File: src/hw/usb_irq_params.svh
// Register offsets, field positions and reset values of the enable and select bank
`ifndef USB_IRQ_PARAMS_SVH
`define USB_IRQ_PARAMS_SVH

// Byte addresses on the register port
`define IEN_OFFSET        8'h14
`define STS_OFFSET        8'h18
`define MODE_OFFSET       8'h40
`define EPS_OFFSET        8'h2c

// Interrupt enable mask layout
`define IEN_RESET         32'h00000000
`define IEN_WMASK         32'h03fffdff
`define IEN_BUSRST_KEEP   32'h00000001
`define IEN_BRST_BIT      0
`define IEN_SOF_BIT       1
`define IEN_PSOF_BIT      2
`define IEN_SUSP_BIT      3
`define IEN_RESM_BIT      4
`define IEN_HS_BIT        5
`define IEN_DMA_BIT       6
`define IEN_VBUS_BIT      7
`define IEN_SETUP_BIT     8
`define IEN_CTRL_OUT_BIT  10
`define IEN_CTRL_IN_BIT   11
`define IEN_DATA_LO_BIT   12
`define DATA_EP_COUNT     7

// Endpoint selection layout
`define EPS_RESET         8'h00
`define EPS_WMASK         8'h3f
`define EPS_DIR_BIT       0
`define EPS_NUM_LO_BIT    1
`define EPS_NUM_HI_BIT    4
`define EPS_SETUP_BIT     5

// Mode register of the bank
`define MODE_RESET        1'b0
`define MODE_GLOBAL_BIT   0

// Read data zero fill
`define RDATA_ZERO        32'h00000000

`endif

File: src/hw/usb_irq_pkg.sv
// Types shared by the enable and select bank
package usb_irq_pkg;

    typedef logic [31:0] word_type;
    typedef logic [7:0]  addr_type;

    // Register addressed by the current strobe
    typedef enum logic [2:0]
    {
        sel_none = 3'b000,
        sel_ien  = 3'b001,
        sel_sts  = 3'b010,
        sel_mode = 3'b011,
        sel_eps  = 3'b100
    } reg_sel_type;

endpackage : usb_irq_pkg

File: src/hw/irq_event_latch.sv
// Sticky interrupt sources gated by the enable mask and the global enable
`timescale 1ns/1ns
`include "usb_irq_params.svh"

module irq_event_latch
(
    input  wire logic                 mclk,
    input  wire logic                 rst_n,
    input  wire usb_irq_pkg::word_type src_event,
    input  wire usb_irq_pkg::word_type src_enable,
    input  wire logic                 global_enable,
    input  wire usb_irq_pkg::word_type clear_mask,
    input  wire logic                 clear_strobe,
    output usb_irq_pkg::word_type     pending,
    output logic                      irq_out
);

    usb_irq_pkg::word_type next_pending;
    logic                  next_irq;

    // Set wins over a same-cycle clear so no mapped event is ever dropped
    always_comb
    begin
        next_pending = pending;
        if (clear_strobe)
        begin
            next_pending = next_pending & ~clear_mask;
        end
        next_pending = (next_pending | src_event) & `IEN_WMASK;
        next_irq     = global_enable & (|(pending & src_enable));
    end

    // Registered output keeps the pin glitch free
    always_ff @(posedge mclk)
    begin
        if (!rst_n)
        begin
            pending <= `IEN_RESET;
            irq_out <= 1'b0;
        end
        else
        begin
            pending <= next_pending;
            irq_out <= next_irq;
        end
    end
endmodule : irq_event_latch

File: src/hw/usb_irq_enable_endpoint_select.sv
// Interrupt enable mask, endpoint selection and mode registers of the USB controller
`timescale 1ns/1ns
`include "usb_irq_params.svh"

module usb_irq_enable_endpoint_select
(
    input  wire logic                  mclk,
    input  wire logic                  rst_n,
    input  wire usb_irq_pkg::addr_type reg_addr,
    input  wire usb_irq_pkg::word_type reg_wdata,
    input  wire logic                  reg_wr,
    input  wire logic                  reg_rd,
    output usb_irq_pkg::word_type      reg_rdata,
    input  wire logic                  usb_bus_reset,
    input  wire usb_irq_pkg::word_type irq_source_event,
    output usb_irq_pkg::word_type      irq_source_enable,
    output logic                       global_irq_enable,
    output logic                       irq_out,
    output logic [3:0]                 endpoint_number,
    output logic                       endpoint_dir,
    output logic                       setup_buffer_select,
    output logic [6:0]                 data_out_irq_en,
    output logic [6:0]                 data_in_irq_en,
    output logic                       ctrl_in_irq_en,
    output logic                       ctrl_out_irq_en,
    output logic                       ctrl_setup_irq_en,
    output logic                       supply_sense_irq_en,
    output logic                       transfer_engine_irq_en,
    output logic                       speed_change_irq_en,
    output logic                       wakeup_irq_en,
    output logic                       sleep_irq_en,
    output logic                       synthetic_frame_irq_en,
    output logic                       frame_start_irq_en,
    output logic                       bus_reset_irq_en
);

    usb_irq_pkg::reg_sel_type sel;
    usb_irq_pkg::word_type    ien;
    usb_irq_pkg::word_type    next_ien;
    logic [7:0]               eps;
    logic [7:0]               next_eps;
    logic                     mode_global;
    logic                     next_mode_global;
    usb_irq_pkg::word_type    next_rdata;
    usb_irq_pkg::word_type    pending;
    logic                     sts_clear;

    // Address decode shared by reads and writes
    always_comb
    begin
        case (reg_addr)
            `IEN_OFFSET:  sel = usb_irq_pkg::sel_ien;
            `STS_OFFSET:  sel = usb_irq_pkg::sel_sts;
            `MODE_OFFSET: sel = usb_irq_pkg::sel_mode;
            `EPS_OFFSET:  sel = usb_irq_pkg::sel_eps;
            default:      sel = usb_irq_pkg::sel_none;
        endcase
    end

    // Next register values; bus reset is applied after a same-cycle write
    // because hardware must leave the mask clean once the bus resets; bit 0, the bus reset enable, is kept
    always_comb
    begin
        next_ien         = ien;
        next_eps         = eps;
        next_mode_global = mode_global;
        if (reg_wr && (sel == usb_irq_pkg::sel_ien))
        begin
            next_ien = reg_wdata & `IEN_WMASK;
        end
        if (reg_wr && (sel == usb_irq_pkg::sel_eps))
        begin
            next_eps = reg_wdata[7:0] & `EPS_WMASK;
        end
        if (reg_wr && (sel == usb_irq_pkg::sel_mode))
        begin
            next_mode_global = reg_wdata[`MODE_GLOBAL_BIT];
        end
        if (usb_bus_reset)
        begin
            next_ien = next_ien & `IEN_BUSRST_KEEP;
            next_eps = `EPS_RESET;
        end
    end

    // Read mux; unmapped addresses return zero, reserved bits stay zero
    always_comb
    begin
        next_rdata = `RDATA_ZERO;
        if (reg_rd)
        begin
            case (sel)
                usb_irq_pkg::sel_ien:  next_rdata = ien;
                usb_irq_pkg::sel_sts:  next_rdata = pending;
                usb_irq_pkg::sel_mode: next_rdata = {31'h00000000, mode_global};
                usb_irq_pkg::sel_eps:  next_rdata = {24'h000000, eps};
                default:               next_rdata = `RDATA_ZERO;
            endcase
        end
    end

    // Register stage
    always_ff @(posedge mclk)
    begin
        if (!rst_n)
        begin
            ien         <= `IEN_RESET;
            eps         <= `EPS_RESET;
            mode_global <= `MODE_RESET;
            reg_rdata   <= `RDATA_ZERO;
        end
        else
        begin
            ien         <= next_ien;
            eps         <= next_eps;
            mode_global <= next_mode_global;
            reg_rdata   <= next_rdata;
        end
    end

    // Write one to clear on the status register
    assign sts_clear = reg_wr && (sel == usb_irq_pkg::sel_sts);

    irq_event_latch u_latch
    (
        .mclk          (mclk),
        .rst_n         (rst_n),
        .src_event     (irq_source_event),
        .src_enable    (ien),
        .global_enable (mode_global),
        .clear_mask    (reg_wdata),
        .clear_strobe  (sts_clear),
        .pending       (pending),
        .irq_out       (irq_out)
    );

    // Selection fields steer the indexed register path; the selection
    // does not guard against SETUP set on other endpoints, firmware must
    assign endpoint_number     = eps[`EPS_NUM_HI_BIT:`EPS_NUM_LO_BIT];
    assign endpoint_dir        = eps[`EPS_DIR_BIT];
    assign setup_buffer_select = eps[`EPS_SETUP_BIT];
    assign irq_source_enable   = ien;
    assign global_irq_enable   = mode_global;

    // Per data endpoint enables, RX at the even bit and TX just above
    genvar gi;
    generate
        for (gi = 0; gi < `DATA_EP_COUNT; gi = gi + 1)
        begin : g_data_ep
            assign data_out_irq_en[gi] = ien[`IEN_DATA_LO_BIT + 2 * gi];
            assign data_in_irq_en[gi]  = ien[`IEN_DATA_LO_BIT + 2 * gi + 1];
        end
    endgenerate

    // Individual enables of endpoint 0 and bus events
    assign ctrl_in_irq_en         = ien[`IEN_CTRL_IN_BIT];
    assign ctrl_out_irq_en        = ien[`IEN_CTRL_OUT_BIT];
    assign ctrl_setup_irq_en      = ien[`IEN_SETUP_BIT];
    assign supply_sense_irq_en    = ien[`IEN_VBUS_BIT];
    assign transfer_engine_irq_en = ien[`IEN_DMA_BIT];
    assign speed_change_irq_en    = ien[`IEN_HS_BIT];
    assign wakeup_irq_en          = ien[`IEN_RESM_BIT];
    assign sleep_irq_en           = ien[`IEN_SUSP_BIT];
    assign synthetic_frame_irq_en = ien[`IEN_PSOF_BIT];
    assign frame_start_irq_en     = ien[`IEN_SOF_BIT];
    assign bus_reset_irq_en       = ien[`IEN_BRST_BIT];

    // Helpers: write to the mask or to the selection in a cycle without bus reset
    logic ien_wr_clean;
    logic eps_wr_clean;
    assign ien_wr_clean = reg_wr && (sel == usb_irq_pkg::sel_ien) && !usb_bus_reset;
    assign eps_wr_clean = reg_wr && (sel == usb_irq_pkg::sel_eps) && !usb_bus_reset;
endmodule : usb_irq_enable_endpoint_select

File: config.mk
export PLATFORM = sky130hd
export DESIGN_NAME = usb_irq_enable_endpoint_select
export DESIGN_NICKNAME = d
export VERILOG_FILES = /design/src/hw/usb_irq_pkg.sv /design/src/hw/irq_event_latch.sv /design/src/hw/usb_irq_enable_endpoint_select.sv
export VERILOG_INCLUDE_DIRS = /design/src /design/src/hw
export SDC_FILE = /design/constraint.sdc
export NUM_CORES = 1
export LEC_CHECK = 0
export ABC_AREA = 0
export BUFFER_PORTS_ARGS = -buffer_cell sky130_fd_sc_hd__buf_2
export CAP_MARGIN = 20
export CORE_MARGIN = 2
export CORE_UTILIZATION = 47
export DETAILED_ROUTE_END_ITERATION = 10
export HOLD_SLACK_MARGIN = 0.02
export PLACE_DENSITY = 0.84
export SLEW_MARGIN = 0
export SYNTH_ARGS = -nofsm -noshare
export SYNTH_HDL_FRONTEND = slang
export SYNTH_HIERARCHICAL = 1
export SYNTH_SLANG_ARGS = --single-unit
File: constraint.sdc
create_clock -name mclk -period 3.7 [get_ports mclk]
set_input_delay 1.11 -clock mclk [delete_from_list [all_inputs] [get_ports mclk]]
set_output_delay 1.11 -clock mclk [all_outputs]
set_load 0.05 [all_outputs]
## Word level (Yosys, flattened, before mapping)

Index checks and enable logic that the tools add are counted.

- Logic and storage cells: 32
- Input bits: 77
- Output and inout port bits: 97
- Flip-flop bits (word level): 90

- Mux-type cells: 4
- Bitwise logic cells: 6
- Reduce and logical (&&, ||, !) cells: 7
- Equality and inequality tests: 8

Operator list:

| operator | number |
|---|---|
| 26-bit case mux with 4 select lines | 1 |
| 26-bit bitwise AND | 2 |
| 32-bit OR reduction | 1 |
| 26-bit two-way mux | 1 |
| 26-bit inverter | 1 |
| 26-bit OR | 1 |
| 8-bit by 5-bit == test with 1-bit output (second input constant) | 2 |
| 3-bit case mux with 4 select lines | 1 |
| 8-bit by 6-bit == test with 1-bit output (second input constant) | 1 |
| 8-bit by 7-bit == test with 1-bit output (second input constant) | 1 |
| 3-bit by 2-bit == test with 1-bit output (second input constant) | 2 |
| 1-bit logical AND | 4 |
| 3-bit by 1-bit == test with 1-bit output (second input constant) | 1 |
| 3-bit == test (second input constant) | 1 |
| 2-bit AND reduction | 1 |
| 2-bit OR reduction | 1 |
| 1-bit bitwise AND | 1 |
| 1-bit two-way mux | 1 |
| 1-bit inverter | 1 |

## Depth between registers and ports, before layout

- Depth after elaboration: 6
- Mapped depth: 11
- Gate-level depth less buffers: 6

## Cells and area by module

Netlist, hierarchy kept.

Modules (own cells, without submodules):

| module | instances | cells an instance | seq. area each (um^2) | area an instance (um^2) |
|---|---|---|---|---|
| usb_irq_enable_endpoint_select | 1 | 296 | 1281.2 | 2681.3 |
| irq_event_latch | 1 | 130 | 520.5 | 1102.3 |

## Least setup slack after synthesis

OpenSTA, ideal clock, no wires.

- Path kind: input to register
- From: input reg_addr[1]
- To: register u_latch.pending[0]
- Data required time: 3.585 ns
- Setup slack: 0.665 ns
- Cell stages on the path: 10
- Arrival: 2.920 ns
- Buffers on the path: 4
- Setup time: 0.115 ns
- Cell sequence: or3_1 > nor4bb_1 > buf_2 > buf_2 > and2_1 > clkbuf_1 > buf_2 > nand2_1 > a21oi_1 > nor2b_1

- Cells in the longest elaborated chain, start to end: 6
- Elaborated cells on any way between the ends: 9
- Classes of those cells: eq/ne: 5; mux: 2; bitwise: 1; reduce/logical: 1

Ends and longest elaborated chain:

| item | line | source |
|---|---|---|
| from (decl) | usb_irq_enable_endpoint_select.sv:9 | `input wire usb_irq_pkg::addr_type reg_addr,` |
| 8-bit by 6-bit == test with 1-bit output, or another cell as far along | usb_irq_enable_endpoint_select.sv:51 | `case (reg_addr)` |
| 3-bit case mux with 4 select lines * | usb_irq_enable_endpoint_select.sv:51 |  |
| 3-bit by 2-bit == test with 1-bit output * | usb_irq_enable_endpoint_select.sv:122 | `assign sts_clear = reg_wr && (sel == usb_irq_pkg::sel_sts);` |
| 1-bit logical AND * | usb_irq_enable_endpoint_select.sv:122 |  |
| net sts_clear | usb_irq_enable_endpoint_select.sv:46 | `logic sts_clear;` |
| 26-bit two-way mux * | irq_event_latch.sv:25 | `if (clear_strobe)` |
| 26-bit OR * | irq_event_latch.sv:29 | `` next_pending = (next_pending \| src_event) & `IEN_WMASK; `` |
| to (signal assigned) | irq_event_latch.sv:38 | `` pending <= `IEN_RESET; `` |
| to (signal assigned) | irq_event_latch.sv:43 | `pending <= next_pending;` |
| to (decl) | irq_event_latch.sv:14 | `output usb_irq_pkg::word_type pending,` |

Mark *: on every way through the listed nets, which the timed path passes. The rest lies on a longest branch.
A chain may end at the register's enable or synchronous reset.

## Worst setup path after layout

- From: input reg_addr[3]
- To: register u_latch.pending[1]

Same word-level chain as after synthesis.

==> reports/results.txt <==
Gate power share -> 7.1%
Final core utilization -> 59.07%
Crit Path Class -> in -> reg
Cell variety after synth -> 40
Max_cap viols -> 0
Global-route wire length before repair -> 15,320 um
Die X-Extent -> 93.73 um
Buffers and inverters on the worst path -> 2
Vias per cell -> 5.212
Worst-path fanout max -> 14
DRT iter0 DRCs -> 154
EDFF count, synth -> 0
Setup violations, final -> 0
Layout Cells excl Fill -> 656
CTS buffer count -> 9
Die area -> 8784 um2
Minimum clock period -> 2.742 ns
Fmax -> 364.6 MHz
Syn Std Cell Area -> 3784 um2
Worst path max stage delay -> 0.43 ns
Synth area leader -> dfxtp_1
Final hold slack -> 0.4835 ns
# diodes -> 0
Internal Power -> 1370 uW
Flop pwr share -> 55.5%
Switching Fraction -> 24.29%
Pin count of the biggest net entering global routing -> 31
Grt ovf -> 0
Commonest non-fill, non-tap cell in the layout -> buf_2
Final Max Tran Viols -> 0
Area of the core -> 7767 um2
Yosys warns -> 6
Dpl cells -> 640
Pwr/cell area -> 394.3 nW/um2
I/O pins -> 174
Antenna viol nets, final -> 0
DR WL/cell -> 15.28 um
Clock Power Share -> 37.4%
Status -> finished clean
Post-Route WL -> 10,020 um
Clk Latency, worst-skew pair -> 0.35 ns
I/O Buffers -> 152
Syn_area_per_cell -> 8.882 um2
CP required -> 3.94 ns
Crit-path slowest cell -> nor2b_1
TritonRoute pass-1 iters -> 5
Worst path arrival time -> 2.98 ns
Cells along the critical path -> buf_2, nor2b_1, nor4bb_4, and2_1, buf_4, nand2_1, a21oi_1, nor2b_1
# nets final -> 626
Endpoints failing hold -> 0
Sequential cell area -> 1802 um2
DRC -> 0
CP Depth -> 8
Top cell by count, worst path -> nor2b_1
Clock sink count -> 90
Layout cell share with drive strength beyond 1 -> 33.57%
Area Growth Syn to Fin -> 21.26%
DP Wirelength -> 7136 um
Crit path launch type -> primary input
Final total negative setup slack -> 0 ns
Post-CTS Repair Setup Buffers -> 0
Sw power -> 439.5 uW
Hold depth -> 1
RSZ-0062 raised after global routing -> false
Rows -> 32
Commonest non-fill, non-tap cells in the layout -> buf_2 (152), dfxtp_1 (90), nand2_1 (74)
Final Cycle Share -> 74.12%
Worst Hold Class -> reg -> reg
Area of the multi-input gates -> 1627 um2
Max clock buf depth -> 2
R2R cell count -> 4
Synthesized netlist cell count -> 426
CTS tree -> done
Fillers -> 726
CTS clk-pin slew, worst paths -> 0.09 ns
Top FF cell, synth -> dfxtp_1
Async SR Flop Fraction -> 0%
Overall Global Routing Usage -> 22.39%
Nature of the critical path endpoint -> register
Peak supply drop -> 0.2277 mV
Ranking of synthesized cells by area -> dfxtp_1 (48%), buf_4 (7.9%), nand2_1 (7.3%)
Fin Clk Skew -> 0.01136 ns
Cts hold-fix bufs -> 0
Initial antenna violation count -> 1
Vias in the first global route -> 3,115
Top-area cell type share of the netlist area -> 47.62%
Die height -> 93.73 um
Root Driver -> clkbuf_8
Number of synthesized register bits -> 90
LEAKAGE -> 0.002073 uW
CP delay by family, top -> simple AND/OR/NAND/NOR gates
Final RePlAce weighted congestion -> 0.8500
Gates resized, CTS repair -> 0
Sequential-to-total area share from yosys stat -> 47.62%
Vias post-DR -> 3,419
Initial cell density of the core -> 48.71%
Htree depth -> 3
-- logic make-up (layout without fill, tap and decap cells) --
family,after synthesis,after routing,synth area share [%]
DFF,90,90,47.62
other,2,14,0.1985
xor gates and xnor gates,1,1,0.2315
and+or+nand+nor,167,167,22.45
buffers and inverters,61,177,10.98
AOI/OAI and AO/OA,98,98,16.67
muxes,7,7,1.852
-- per-layer routing --
| metal | global-route usage (%) | wire [um] |
|---|---|---|
| met2 | 38.69 | 5006 |
| met5 | 0 | 0 |
| met3 | 5.297 | 889 |
| met4 | 8.454 | 127 |
| met1 | 26.92 | 3998 |
-- cell usage after synthesis (2+ instances only) --
cell type / n
buf_6: 2
nand3b_1: 2
nand4_1: 2
a22o_1: 7
and3_1: 7
a21oi_1: 51
a22oi_1: 33
nor4_4: 2
nand2_2: 2
buf_2: 8
nand2_1: 74
buf_4: 40
nor2b_1: 30
conb_1: 2
mux2i_1: 7
and2_1: 2
dfxtp_1: 90
clkbuf_1: 10
nand2b_1: 3
nor2_1: 32
-- area by class of cell --
type                       count  area share (%)
multi-input combinational    287           35.45
tap                          102           2.782
clock inverter                 6           1.445
timing repair buffer         161           18.05
sequential                    90           39.27
clock buffer                  10           3.000
-- registers in the layout, summed over array words and instances (netlist names) --
register	count
reg_rdata	32
irq_source_enable	25
u_latch/pending	25
eps	6
global_irq_enable	1
u_latch/irq_out	1
-- per-stage QoR --
stage	cell area, um2	total power (uW)	worst slack [ns]
after floorplan	3829	1100	0.6649
after global placement	4384	1148	0.7715
after detailed placement	4384	1153	0.6899
after CTS	4588	1823	1.022
after global routing	4588	1880	0.8541
final	4588	1809	0.9576
-- path summary, 6_finish.rpt --
path	start	end	slack (ns)
hold reg to reg	global_irq_enable$_SDFFE_PN0P_	u_latch/irq_out$_SDFF_PN0_	0.48
hold / removal	global_irq_enable$_SDFFE_PN0P_	u_latch/irq_out$_SDFF_PN0_	0.48
setup / recovery	reg_addr[3]	u_latch/pending[1]$_SDFF_PN0_	0.96
setup reg to reg	irq_source_enable[4]$_SDFFE_PP0P_	u_latch/irq_out$_SDFF_PN0_	2.29
-- power by group through the flow --
stage / clock, uW / combinational [uW] / sequential (uW)
after floorplan: 0 / 77.8 / 1020
after global placement: 0 / 122 / 1030
after detailed placement: 0 / 126 / 1030
after CTS: 692 / 127 / 1000
after global routing: 735 / 138 / 1010
final: 677 / 128 / 1000
(Power assumes the default switching activity.)
